<file path="config.mk">
export PLATFORM = sky130hd
export DESIGN_NAME = dtc_timer
export DESIGN_NICKNAME = d
export VERILOG_FILES = /design/src/rtl/dtc_pkg.sv /design/src/rtl/dtc_timer.sv /design/src/rtl/dtc_cycle_tick.sv /design/src/rtl/dtc_pin_sampler.sv
export SDC_FILE = /design/constraint.sdc
export NUM_CORES = 1
export LEC_CHECK = 0
export ABC_AREA = 1
export BUFFER_PORTS_ARGS = -buffer_cell sky130_fd_sc_hd__buf_2
export CAP_MARGIN = 20
export CORE_ASPECT_RATIO = 1.2
export CORE_MARGIN = 5
export CORE_UTILIZATION = 55
export DETAILED_ROUTE_END_ITERATION = 12
export GPL_TIMING_DRIVEN = 0
export MAX_ROUTING_LAYER = met4
export PLACE_DENSITY = 0.77
export SYNTH_ARGS = -nofsm -noshare
export SYNTH_HDL_FRONTEND = slang
export SYNTH_HIERARCHICAL = 1
export SYNTH_SLANG_ARGS = --single-unit
</file>
<file path="constraint.sdc">
create_clock -name clock -period 1.7 [get_ports clock]
set_input_delay 0.17 -clock clock [delete_from_list [all_inputs] [get_ports clock]]
set_output_delay 0.17 -clock clock [all_outputs]
set_load 0.02 [all_outputs]
</file>
<file path="src/rtl/dtc_pkg.sv">
package dtc_pkg;

    // ==========================================================
    // register port
    // ==========================================================
    localparam int DTC_AW = 3;
    localparam int DTC_DW = 8;

    localparam logic [2:0] DTC_OFF_MODE = 3'h0;
    localparam logic [2:0] DTC_OFF_CTRL = 3'h1;
    localparam logic [2:0] DTC_OFF_LOW0 = 3'h2;
    localparam logic [2:0] DTC_OFF_HIGH0 = 3'h3;
    localparam logic [2:0] DTC_OFF_LOW1 = 3'h4;
    localparam logic [2:0] DTC_OFF_HIGH1 = 3'h5;
    localparam logic [2:0] DTC_OFF_IRQ_STATUS = 3'h6;
    localparam logic [2:0] DTC_OFF_IRQ_MASK = 3'h7;

    // ==========================================================
    // counter_mode_register fields (counter 1 sits four bits up)
    // ==========================================================
    localparam int DTC_MODE_LOW_BIT = 0;
    localparam int DTC_SRC_BIT = 2;
    localparam int DTC_GATE_BIT = 3;
    localparam int DTC_MODE_CNT1_SHIFT = 4;

    // ==========================================================
    // counter_control_register fields
    // ==========================================================
    localparam int DTC_RUN0_BIT = 4;
    localparam int DTC_FLAG0_BIT = 5;
    localparam int DTC_RUN1_BIT = 6;
    localparam int DTC_FLAG1_BIT = 7;

    // ==========================================================
    // reset values
    // ==========================================================
    localparam logic [7:0] DTC_RST_BYTE = 8'h00;
    localparam logic [1:0] DTC_RST_IRQ = 2'h0;

    // ==========================================================
    // timing: one peripheral cycle is six peripheral clock periods
    // ==========================================================
    localparam int DTC_CLK_PERIOD_NS = 4;
    localparam int DTC_PER_CYCLE_PERIODS = 6;
    localparam int DTC_PER_CYCLE_NS = DTC_PER_CYCLE_PERIODS * DTC_CLK_PERIOD_NS;
    localparam int DTC_TICK_CLKS = DTC_PER_CYCLE_NS / DTC_CLK_PERIOD_NS;

    typedef enum logic [1:0] {
        DTC_MODE_13BIT = 2'b00,
        DTC_MODE_16BIT = 2'b01,
        DTC_MODE_RELOAD = 2'b10,
        DTC_MODE_SPLIT = 2'b11
    } dtc_mode_t;

endpackage

</file>
<file path="src/rtl/dtc_timer.sv">
`timescale 1ns/100ps
module dtc_timer
    import dtc_pkg::*;
(
    input wire logic clock,
    input wire logic reset_n,
    input wire logic [DTC_AW-1:0] reg_addr,
    input wire logic [DTC_DW-1:0] reg_wdata,
    input wire logic reg_write,
    input wire logic reg_read,
    output logic [DTC_DW-1:0] reg_rdata,
    input wire logic count_pin0,
    input wire logic count_pin1,
    input wire logic external_gate_pin0,
    input wire logic external_gate_pin1,
    input wire logic vector0_ack,
    input wire logic vector1_ack,
    output logic counter0_overflow_flag,
    output logic counter1_overflow_flag,
    output logic irq
);

    // ==========================================================
    // helpers
    // ==========================================================
    function automatic logic hit(input logic [DTC_AW-1:0] a, input logic [DTC_AW-1:0] off);
        return a == off;
    endfunction

    // one increment of a counter pair: returns {carry out, high, low}
    function automatic logic [16:0] cnt_step(input dtc_mode_t m, input logic [7:0] lo,
                                             input logic [7:0] hi);
        logic [16:0] r;
        logic [5:0] pre;
        logic [8:0] hsum;
        r = {1'b0, hi, lo};
        pre = {1'b0, lo[4:0]} + 6'h01;
        hsum = {1'b0, hi} + 9'h001;
        unique case (m)
            DTC_MODE_13BIT: begin
                // upper three low-byte bits are left alone
                r = {1'b0, hi, lo[7:5], pre[4:0]};
                if (pre[5]) begin
                    r = {hsum, lo[7:5], pre[4:0]};
                end
            end
            DTC_MODE_16BIT: begin
                r = {1'b0, hi, lo} + 17'h00001;
            end
            DTC_MODE_RELOAD: begin
                r = (lo == 8'hff) ? {1'b1, hi, hi} : {1'b0, hi, lo + 8'h01};
            end
            DTC_MODE_SPLIT: begin
                r = {lo == 8'hff, hi, lo + 8'h01};
            end
        endcase
        return r;
    endfunction

    // ==========================================================
    // peripheral cycle and pin sampling
    // ==========================================================
    logic tick;
    logic [3:0] pin_vec;
    logic [3:0] pin_level;
    logic [3:0] pin_fall;

    dtc_cycle_tick u_tick (
        .clock(clock),
        .reset_n(reset_n),
        .tick(tick)
    );

    assign pin_vec = {external_gate_pin1, external_gate_pin0, count_pin1, count_pin0};

    genvar gi;
    generate
        for (gi = 0; gi < 4; gi++) begin : g_pin
            dtc_pin_sampler u_smp (
                .clock(clock),
                .reset_n(reset_n),
                .pin(pin_vec[gi]),
                .tick(tick),
                .level(pin_level[gi]),
                .fall(pin_fall[gi])
            );
        end
    endgenerate

    // ==========================================================
    // registers
    // ==========================================================
    logic [7:0] mode_reg;
    logic [7:0] mode_next;
    logic run0_reg;
    logic run0_next;
    logic run1_reg;
    logic run1_next;
    logic flag0_reg;
    logic flag0_next;
    logic flag1_reg;
    logic flag1_next;
    logic [7:0] low0_reg;
    logic [7:0] low0_next;
    logic [7:0] high0_reg;
    logic [7:0] high0_next;
    logic [7:0] low1_reg;
    logic [7:0] low1_next;
    logic [7:0] high1_reg;
    logic [7:0] high1_next;
    logic [1:0] irq_status_reg;
    logic [1:0] irq_status_next;
    logic [1:0] irq_mask_reg;
    logic [1:0] irq_mask_next;
    logic [7:0] rdata_reg;
    logic [7:0] rdata_next;

    // ==========================================================
    // mode field decode
    // ==========================================================
    dtc_mode_t mode0;
    dtc_mode_t mode1;
    logic src0;
    logic src1;
    logic gate_enable_bit;
    logic gate1;
    logic split0;

    assign mode0 = dtc_mode_t'(mode_reg[DTC_MODE_LOW_BIT +: 2]);
    assign mode1 = dtc_mode_t'(mode_reg[DTC_MODE_CNT1_SHIFT + DTC_MODE_LOW_BIT +: 2]);
    assign src0 = mode_reg[DTC_SRC_BIT];
    assign src1 = mode_reg[DTC_MODE_CNT1_SHIFT + DTC_SRC_BIT];
    assign gate_enable_bit = mode_reg[DTC_GATE_BIT];
    assign gate1 = mode_reg[DTC_MODE_CNT1_SHIFT + DTC_GATE_BIT];
    assign split0 = (mode0 == DTC_MODE_SPLIT);

    // ==========================================================
    // count enables
    // ==========================================================
    logic gate_ok0;
    logic gate_ok1;
    logic inc0;
    logic inc1;
    logic inc_high0;

    assign gate_ok0 = ~gate_enable_bit | pin_level[2];
    assign gate_ok1 = ~gate1 | pin_level[3];
    assign inc0 = run0_reg & gate_ok0 & (src0 ? pin_fall[0] : tick);
    // counter 1 holds in mode 3
    assign inc1 = run1_reg & gate_ok1 & (src1 ? pin_fall[1] : tick)
                  & (mode1 != DTC_MODE_SPLIT);
    // split high half: peripheral cycles only, run by counter 1's run bit
    assign inc_high0 = split0 & run1_reg & tick;

    logic [16:0] step0;
    logic [16:0] step1;
    logic set_flag0;
    logic set_flag1;

    assign step0 = cnt_step(mode0, low0_reg, high0_reg);
    assign step1 = cnt_step(mode1, low1_reg, high1_reg);
    assign set_flag0 = inc0 & step0[16];
    // with counter 0 split, counter 1 loses its flag to the high half
    assign set_flag1 = split0 ? (inc_high0 & (high0_reg == 8'hff))
                              : (inc1 & step1[16]);

    // ==========================================================
    // register port decode
    // ==========================================================
    logic wr_mode;
    logic wr_ctrl;
    logic wr_low0;
    logic wr_high0;
    logic wr_low1;
    logic wr_high1;
    logic wr_status;
    logic wr_mask;

    assign wr_mode = reg_write & hit(reg_addr, DTC_OFF_MODE);
    assign wr_ctrl = reg_write & hit(reg_addr, DTC_OFF_CTRL);
    assign wr_low0 = reg_write & hit(reg_addr, DTC_OFF_LOW0);
    assign wr_high0 = reg_write & hit(reg_addr, DTC_OFF_HIGH0);
    assign wr_low1 = reg_write & hit(reg_addr, DTC_OFF_LOW1);
    assign wr_high1 = reg_write & hit(reg_addr, DTC_OFF_HIGH1);
    assign wr_status = reg_write & hit(reg_addr, DTC_OFF_IRQ_STATUS);
    assign wr_mask = reg_write & hit(reg_addr, DTC_OFF_IRQ_MASK);

    // ==========================================================
    // next values
    // ==========================================================
    // a preset while running is the caller's hazard: the write simply wins
    assign low0_next = wr_low0 ? reg_wdata : (inc0 ? step0[7:0] : low0_reg);
    assign high0_next = wr_high0 ? reg_wdata
                      : split0 ? (inc_high0 ? high0_reg + 8'h01 : high0_reg)
                      : (inc0 ? step0[15:8] : high0_reg);
    assign low1_next = wr_low1 ? reg_wdata : (inc1 ? step1[7:0] : low1_reg);
    assign high1_next = wr_high1 ? reg_wdata : (inc1 ? step1[15:8] : high1_reg);
    assign mode_next = wr_mode ? reg_wdata : mode_reg;

    // run bits only gate counting; the bytes are not touched
    assign run0_next = wr_ctrl ? reg_wdata[DTC_RUN0_BIT] : run0_reg;
    assign run1_next = wr_ctrl ? reg_wdata[DTC_RUN1_BIT] : run1_reg;

    // hardware set beats a vector acknowledge or a software write of zero
    assign flag0_next = set_flag0 | (wr_ctrl ? reg_wdata[DTC_FLAG0_BIT]
                                             : (flag0_reg & ~vector0_ack));
    assign flag1_next = set_flag1 | (wr_ctrl ? reg_wdata[DTC_FLAG1_BIT]
                                             : (flag1_reg & ~vector1_ack));

    assign irq_status_next = {set_flag1, set_flag0}
                           | (irq_status_reg & ~(wr_status ? reg_wdata[1:0] : 2'h0));
    assign irq_mask_next = wr_mask ? reg_wdata[1:0] : irq_mask_reg;

    // ==========================================================
    // read path: data stand only in the cycle after the strobe
    // ==========================================================
    logic [7:0] ctrl_view;
    logic [7:0] rd_mux;

    assign ctrl_view = {flag1_reg, run1_reg, flag0_reg, run0_reg, 4'h0};
    assign rd_mux = hit(reg_addr, DTC_OFF_MODE) ? mode_reg
                  : hit(reg_addr, DTC_OFF_CTRL) ? ctrl_view
                  : hit(reg_addr, DTC_OFF_LOW0) ? low0_reg
                  : hit(reg_addr, DTC_OFF_HIGH0) ? high0_reg
                  : hit(reg_addr, DTC_OFF_LOW1) ? low1_reg
                  : hit(reg_addr, DTC_OFF_HIGH1) ? high1_reg
                  : hit(reg_addr, DTC_OFF_IRQ_STATUS) ? {6'h00, irq_status_reg}
                  : {6'h00, irq_mask_reg};
    assign rdata_next = reg_read ? rd_mux : 8'h00;

    // ==========================================================
    // state
    // ==========================================================
    always_ff @(posedge clock) begin
        if (!reset_n) begin
            mode_reg <= DTC_RST_BYTE;
            run0_reg <= 1'b0;
            run1_reg <= 1'b0;
            flag0_reg <= 1'b0;
            flag1_reg <= 1'b0;
            low0_reg <= DTC_RST_BYTE;
            high0_reg <= DTC_RST_BYTE;
            low1_reg <= DTC_RST_BYTE;
            high1_reg <= DTC_RST_BYTE;
            irq_status_reg <= DTC_RST_IRQ;
            irq_mask_reg <= DTC_RST_IRQ;
            rdata_reg <= DTC_RST_BYTE;
        end else begin
            mode_reg <= mode_next;
            run0_reg <= run0_next;
            run1_reg <= run1_next;
            flag0_reg <= flag0_next;
            flag1_reg <= flag1_next;
            low0_reg <= low0_next;
            high0_reg <= high0_next;
            low1_reg <= low1_next;
            high1_reg <= high1_next;
            irq_status_reg <= irq_status_next;
            irq_mask_reg <= irq_mask_next;
            rdata_reg <= rdata_next;
        end
    end

    assign reg_rdata = rdata_reg;
    assign counter0_overflow_flag = flag0_reg;
    assign counter1_overflow_flag = flag1_reg;
    assign irq = |(irq_status_reg & irq_mask_reg);

    logic no_cnt_wr;
    assign no_cnt_wr = ~(wr_low0 | wr_high0 | wr_low1 | wr_high1);
endmodule

</file>
<file path="src/rtl/dtc_cycle_tick.sv">
`timescale 1ns/100ps
module dtc_cycle_tick
    import dtc_pkg::*;
(
    input wire logic clock,
    input wire logic reset_n,
    output logic tick
);

    logic [2:0] cnt_reg;
    logic [2:0] cnt_next;

    assign tick = (cnt_reg == 3'(DTC_TICK_CLKS - 1));
    assign cnt_next = tick ? 3'h0 : cnt_reg + 3'h1;

    always_ff @(posedge clock) begin
        if (!reset_n) begin
            cnt_reg <= 3'h0;
        end else begin
            cnt_reg <= cnt_next;
        end
    end

endmodule

</file>
<file path="src/rtl/dtc_pin_sampler.sv">
`timescale 1ns/100ps
module dtc_pin_sampler
    import dtc_pkg::*;
(
    input wire logic clock,
    input wire logic reset_n,
    input wire logic pin,
    input wire logic tick,
    output logic level,
    output logic fall
);

    logic sync1_reg;
    logic sync2_reg;
    logic sample_reg;
    logic fall_reg;

    // ==========================================================
    // two-flop synchroniser, then one sample per peripheral cycle
    // ==========================================================
    always_ff @(posedge clock) begin
        if (!reset_n) begin
            sync1_reg <= 1'b0;
            sync2_reg <= 1'b0;
            sample_reg <= 1'b0;
            fall_reg <= 1'b0;
        end else begin
            sync1_reg <= pin;
            sync2_reg <= sync1_reg;
            if (tick) begin
                sample_reg <= sync2_reg;
            end
            // high in one sample, low in the next
            fall_reg <= tick & sample_reg & ~sync2_reg;
        end
    end

    assign level = sample_reg;
    assign fall = fall_reg;

endmodule

</file>
==> impl_metrics.env, run 1 <==
export IMPL_place_congestion=0.998
export IMPL_top_layer="met4"
export IMPL_syn_inst=775
export IMPL_globalRouteOverflowTotal=0
export IMPL_fin_cells=954
export IMPL_place_ws_ns=-0.345
export IMPL_fmax_mhz=593
export IMPL_wl_per_cell_um=16.5
export IMPL_cts_htree_levels=3
export IMPL_hold_viol_final=0
export IMPL_setup_viol=0
export IMPL_layout_drive_gt1_share_pct=19.1
export IMPL_maxCapViolations=0
export IMPL_ioPinCount=32
export IMPL_dieArea_um2=10600
export IMPL_syn_num_nets=802
export IMPL_syn_area_um2=4750
export IMPL_antenna_cells=0
export IMPL_wl_met1_um=5990
export IMPL_num_rows=37
export IMPL_placed_cells=921
export IMPL_fin_crit_sh_pct=99.1
export IMPL_ir_drop_uv=498
export IMPL_slew_limit_headroom_pct=52.5
export IMPL_syn_area_per_cell_um2=6.13
export IMPL_critPathKind="reg2reg"
export IMPL_yosysWarnings=6
export IMPL_wirelength_um=15700
export IMPL_area_growth_pct=19.7
export IMPL_cp_start_kind="register"
export IMPL_p_leak_uw=0.00265
export IMPL_cts_tree="built"
export IMPL_worst_pin_slew_ns=0.712
export IMPL_antenna_found_initial=0
export IMPL_crit_fanout=5
export IMPL_power_density_nw_per_um2=659
export IMPL_hp_class="in2reg"
export IMPL_status="complete, no violations"
export IMPL_rsz0062_at_grt="true"
export IMPL_drc=0
export IMPL_met2_length_um=7810
export IMPL_end_kind="register"
export IMPL_ant_nets=0
export IMPL_cts_root_buf="clkbuf_8"
export IMPL_cts_sinks=73
export IMPL_cts_buffers=9
export IMPL_initial_core_util_pct=55.7
export IMPL_layout_min_cycle_time_ns=1.69
export IMPL_clkTransAtPathRegs_ns=0.08
export IMPL_drt_iter0_drc=381
export IMPL_route_met3_wl_um=979
export IMPL_fin_nets=859
export IMPL_maxSlewViolCount=0
export IMPL_dieWidth_um=94.8
export IMPL_clock_latency_ns=0.37
export IMPL_vias=5336
export IMPL_fp_dieH_um=112
export IMPL_dp_hpwl_um=11700
export IMPL_arrival_ns=1.95
export IMPL_via_per_inst=5.59
export IMPL_cp_required_ns=1.97
export IMPL_grt_pass1_vias=5115
export IMPL_placement_io_buffers=29
export IMPL_coreArea_um2=8520
export IMPL_fillers=797
export IMPL_firstDrtPassIters=5
export IMPL_grt_usage_pct=31.1
export IMPL_layout_setup_ws_ns=0.0145
export IMPL_skew_ns=0.00941
export IMPL_cts_max_path_buffers=2
export IMPL_grt_pass1_wl_um=25000
export IMPL_grt_max_degree=22
## per-stage QoR
stage / setup TNS, ns / hold WS [ns] / util, % / area [um2] / total power, uW
5_1_grt: -0.700 / 0.0148 / 66.7 / 5680 / 3890
3_5_place_dp: -7.67 / 0.354 / 59.2 / 5040 / 2200
4_1_cts: -0.0122 / 0.00288 / 63.8 / 5440 / 3740
2_1_floorplan: 0 / 0.263 / - / 4750 / 2060
3_3_place_gp: -4.86 / 0.346 / 59.2 / 5040 / 2190
6_report: 0 / 0.0116 / 66.7 / 5680 / 3740
## critical path: stages, from the launching register on
cell        delay (ns)
dfxtp_2           0.34
inv_2             0.04
ha_4              0.15
nand2_4           0.06
clkinvlp_4        0.15
buf_4             0.18
buf_6             0.10
buf_4             0.11
buf_4             0.12
buf_4             0.14
nand2_1           0.05
nand2_1           0.05
nand2_1           0.05
inv_1             0.03
## what timing repair did
action,4_1_cts,5_1_grt
gates cloned,2,0
endpoints found under the setup margin,36,38
gates resized for setup,26,80
hold buffers,3,0
setup buffers,10,3
hold endpoints to repair,3,0
pin swaps,6,19
## cells in the final DEF (no fill, tap or decap), types with 12 or more instances in the layout
master and n:
buf_4 14, inv_1 113, buf_2 31, nand2_2 18, nand3_1 48, a21oi_1 72, nor2_1 68, xor2_1 15
o22ai_1 12, dfxtp_1 61, o21ai_0 46, nand2_1 199
## area by class of cell
cell class / count / area (um2) / area share, %
buffer: 12 / 82.6 / 1.45
clock buffer: 10 / 128 / 2.25
clock inverter: 6 / 90.1 / 1.59
inverter: 126 / 479 / 8.43
multi-input combinational: 565 / 2990 / 52.6
sequential: 73 / 1490 / 26.2
tap: 117 / 146 / 2.58
timing repair buffer: 45 / 280 / 4.93
## metal layers
layer	global-route usage, %	vias to the layer above
li1	-	2604
met1	34.3	2433
met2	51.6	225
met3	4.46	74
met4	20.1	0
met5	-	-
## where the power goes
| group | switching [uW] | leakage [uW] | internal (uW) |
|---|---|---|---|
| combinational | 290 | 0.00195 | 133 |
| sequential | 43.6 | 0.000599 | 1750 |
| clock | 694 | 0.000107 | 831 |
## path summary, 6_finish.rpt
path | slack, ns | start | to | cells past startpoint
worst max-delay path | 0.01 | u_tick/cnt_reg[1] | g_pin[3].u_smp/level | 13
worst min-delay path | 0.01 | external_gate_pin1 | g_pin[3].u_smp/sync1_reg | 3
worst min register to register | 0.42 | g_pin[1].u_smp/sync1_reg | g_pin[1].u_smp/sync2_reg | 2
worst max register to register | 0.01 | u_tick/cnt_reg[1] | g_pin[3].u_smp/level | 13
Power figures use the tool's default switching activity.
==> inputs of run 2 (changes only) <==
- SYNTH_HIERARCHICAL: 1 -> unset
==> run 2 against run 1 <==
Against the previous run: critical path depth decreased by 5; core utilization decreased by 0.38 points; cell area increased by 0.51%; largest cell class unchanged; largest power group unchanged.
==> impl_metrics.env, run 2 <==
export IMPL_rsz0062_at_grt="true"
export IMPL_synth_top_cell_area_share_pct=30.2
export IMPL_grt_usage_pct=31.5
export IMPL_hold_viol_final=0
export IMPL_vias=5400
export IMPL_ant_nets=0
export IMPL_holdPathStages=4
export IMPL_cts_buffers=9
export IMPL_p_leak_uw=0.00263
export IMPL_crit_buf_inv=1
export IMPL_dieWidth_um=95.6
export IMPL_cts_sinks=73
export IMPL_clock_latency_ns=0.37
export IMPL_hp_class="in2reg"
export IMPL_wl_per_cell_um=16.9
export IMPL_fin_tns_setup_ns=0
export IMPL_holdPathEnd="counter0_overflow_flag"
export IMPL_fin_nets=862
export IMPL_layout_common_cells="190 x nand2_1, 85 x inv_1, 80 x nor2_1, 72 x nand3_1, 64 x a21oi_1"
export IMPL_ir_drop_uv=574
export IMPL_placed_cells=924
export IMPL_maxCapViolations=0
export IMPL_crit_top_cell="nand2_2"
export IMPL_layout_drive_gt1_share_pct=18.6
export IMPL_top_usage_layer="met2"
export IMPL_fp_dieH_um=113
export IMPL_end_kind="register"
export IMPL_worst_pin_slew_ns=0.829
export IMPL_use_met3_pct=3.72
export IMPL_cp_required_ns=1.94
export IMPL_synth_common_cells="194 x nand2_1, 87 x nor2_1, 86 x inv_1"
export IMPL_synth_seq_cells=73
export IMPL_cp_slowest_cell="dfxtp_2"
export IMPL_synthFlopType="dfxtp_1"
export IMPL_fin_crit_sh_pct=96.5
export IMPL_status="complete, no violations"
export IMPL_cpPeakStageDelay_ns=0.39
export IMPL_synthDistinctLibCells=38
export IMPL_firstDrtPassIters=5
export IMPL_synth_edf_count=0
export IMPL_placement_io_buffers=28
export IMPL_drc=0
export IMPL_clkTransAtPathRegs_ns=0.09
export IMPL_arrival_ns=1.88
export IMPL_cts_max_path_buffers=2
export IMPL_maxSlewViolCount=0
export IMPL_grt_pass1_vias=5167
export IMPL_cts_tree="built"
export IMPL_r2r_start="low0_reg[0]"
export IMPL_num_rows=37
export IMPL_initial_core_util_pct=56.2
export IMPL_globalRouteOverflowTotal=0
export IMPL_area_growth_pct=18.0
export IMPL_yosys_top_cells_area="dfxtp_1 30%, nand2_1 15%, nand3_1 7.8%, a21oi_1 6.8%, nor2_1 6.7%"
export IMPL_worstSetupStartpoint="low0_reg[0]"
export IMPL_yosys_area_top_type="dfxtp_1"
export IMPL_cp_top_family="simple AND/OR/NAND/NOR gates"
export IMPL_syn_num_nets=806
export IMPL_final_core_util_pct=66.3
export IMPL_grt_pass1_wl_um=25600
export IMPL_grtUsageMet1_pct=37.3
export IMPL_wirelength_um=16200
export IMPL_cts_htree_levels=3
export IMPL_yosysWarnings=0
export IMPL_place_congestion=1.01
export IMPL_fmax_mhz=610
export IMPL_reg2reg_to="low0_reg[0]"
export IMPL_dieArea_um2=10800
export IMPL_slew_limit_headroom_pct=44.7
export IMPL_syn_area_um2=4840
export IMPL_skew_ns=0.0154
export IMPL_grt_max_degree=15
export IMPL_worstRegToRegCells=8
export IMPL_layout_min_cycle_time_ns=1.64
export IMPL_cp_start_kind="register"
export IMPL_power_density_nw_per_um2=671
export IMPL_antenna_cells=0
export IMPL_power_uw=3830
export IMPL_grt_use_met2_pct=53.0
export IMPL_synth_most_common_cell="nand2_1"
export IMPL_cts_root_buf="clkbuf_8"
export IMPL_dp_hpwl_um=11800
export IMPL_cp_cell_sequence="ha_1, nand2_2, nor2_2, nand2_1, inv_2, nand2_2, o211ai_1, a31oi_1"
export IMPL_fin_cells=957
export IMPL_ioPinCount=32
export IMPL_coreArea_um2=8610
export IMPL_hold_path_startpoint="vector0_ack"
export IMPL_via_per_inst=5.64
export IMPL_antenna_found_initial=0
export IMPL_regToRegSetupSlack_ns=0.06
export IMPL_yosysSeqAreaShare_pct=30.2
export IMPL_syn_area_per_cell_um2=6.21
export IMPL_async_flop_share_pct=0
export IMPL_drt_iter0_drc=582
export IMPL_critPathKind="reg2reg"
export IMPL_setup_viol=0
export IMPL_layout_setup_ws_ns=0.0603
export IMPL_crit_fanout=8
export IMPL_syn_inst=779
export IMPL_place_ws_ns=-0.243
export IMPL_final_common_cell="nand2_1"
run 2: cell count changes in the layout (fill, tap and decap cells not counted), moves of 6 or more:
cell      before  now
a21oi_1       72   64
nand2_1      199  190
inv_1        113   85
o21ai_1        3   17
nand3_1       48   72
nand2_2       18   12
o21ai_0       46   34
nor2_1        68   80
o21bai_1       1   12
buf_2         31   37
run 2: worst max path at each step:
stage	depth (start not counted)	slack [ns]	to
after floorplan	10	0.21	low1_reg[1]
after global placement	7	-0.25	counter0_overflow_flag
after detailed placement	7	-0.24	counter0_overflow_flag
after CTS	11	0.01	high1_reg[5]
after global routing	8	-0.03	low0_reg[1]
final	8	0.06	low0_reg[0]
run 2: where the power goes:
| part | switching (uW) | total [uW] | internal, uW |
|---|---|---|---|
| registers | 53.4 | 1810 | 1760 |
| clock network | 743 | 1590 | 844 |
| logic | 295 | 437 | 142 |
run 2: stage by stage:
step | hold WS (ns) | cell area (um2)
3_5_place_dp | 0.358 | 5130
5_1_grt | 0.133 | 5710
4_1_cts | 0.0847 | 5480
6_report | 0.0941 | 5710
2_1_floorplan | 0.268 | 4840
3_3_place_gp | 0.352 | 5130
run 2: what timing repair did:
action / in CTS / in global routing
endpoints found under the hold margin: 4 / 0
endpoints found under the setup margin: 20 / 36
buffers inserted: 3 / 11
hold buffers: 4 / 0
gates resized for setup: 20 / 46
pin swaps: 4 / 12
gates cloned: 0 / 0
run 2: per-layer routing:
metal	vias to the layer above	part of all wire, %	wire (um)
li1	2654	-	-
met1	2476	40	6480
met2	220	50	8140
met3	50	5.8	942
met4	0	3.7	600
met5	-	0	0
run 2: layout make-up:
| cell class | count | area, um2 |
|---|---|---|
| multi-input combinational | 585 | 3060 |
| fill | 848 | 2900 |
| sequential | 73 | 1490 |
| inverter | 102 | 388 |
| timing repair buffer | 46 | 302 |
| tap | 117 | 146 |
| clock buffer | 9 | 124 |
| clock inverter | 7 | 103 |
| buffer | 18 | 93.8 |
run 2: cells by family (layout without fill, tap and decap cells):
kind of cell | count (synthesis) | count (layout) | synth area share (%)
flip-flops | 73 | 73 | 30.2
buffers and inverters | 121 | 182 | 9.87
AND/OR/NAND/NOR | 408 | 408 | 37.9
XOR/XNOR | 14 | 14 | 2.53
AO/OA/AOI/OAI | 157 | 157 | 18.0
adder cells (fa/ha/maj) | 6 | 6 | 1.55
run 2: worst register-to-register path: cells and delay by family (launching register included):
kind	cells	cell delay (ns)
AND/OR/NAND/NOR	4	0.47
flip-flops	1	0.39
AO/OA/AOI/OAI	2	0.32
adder cells (fa/ha/maj)	1	0.21
buffers and inverters	1	0.13
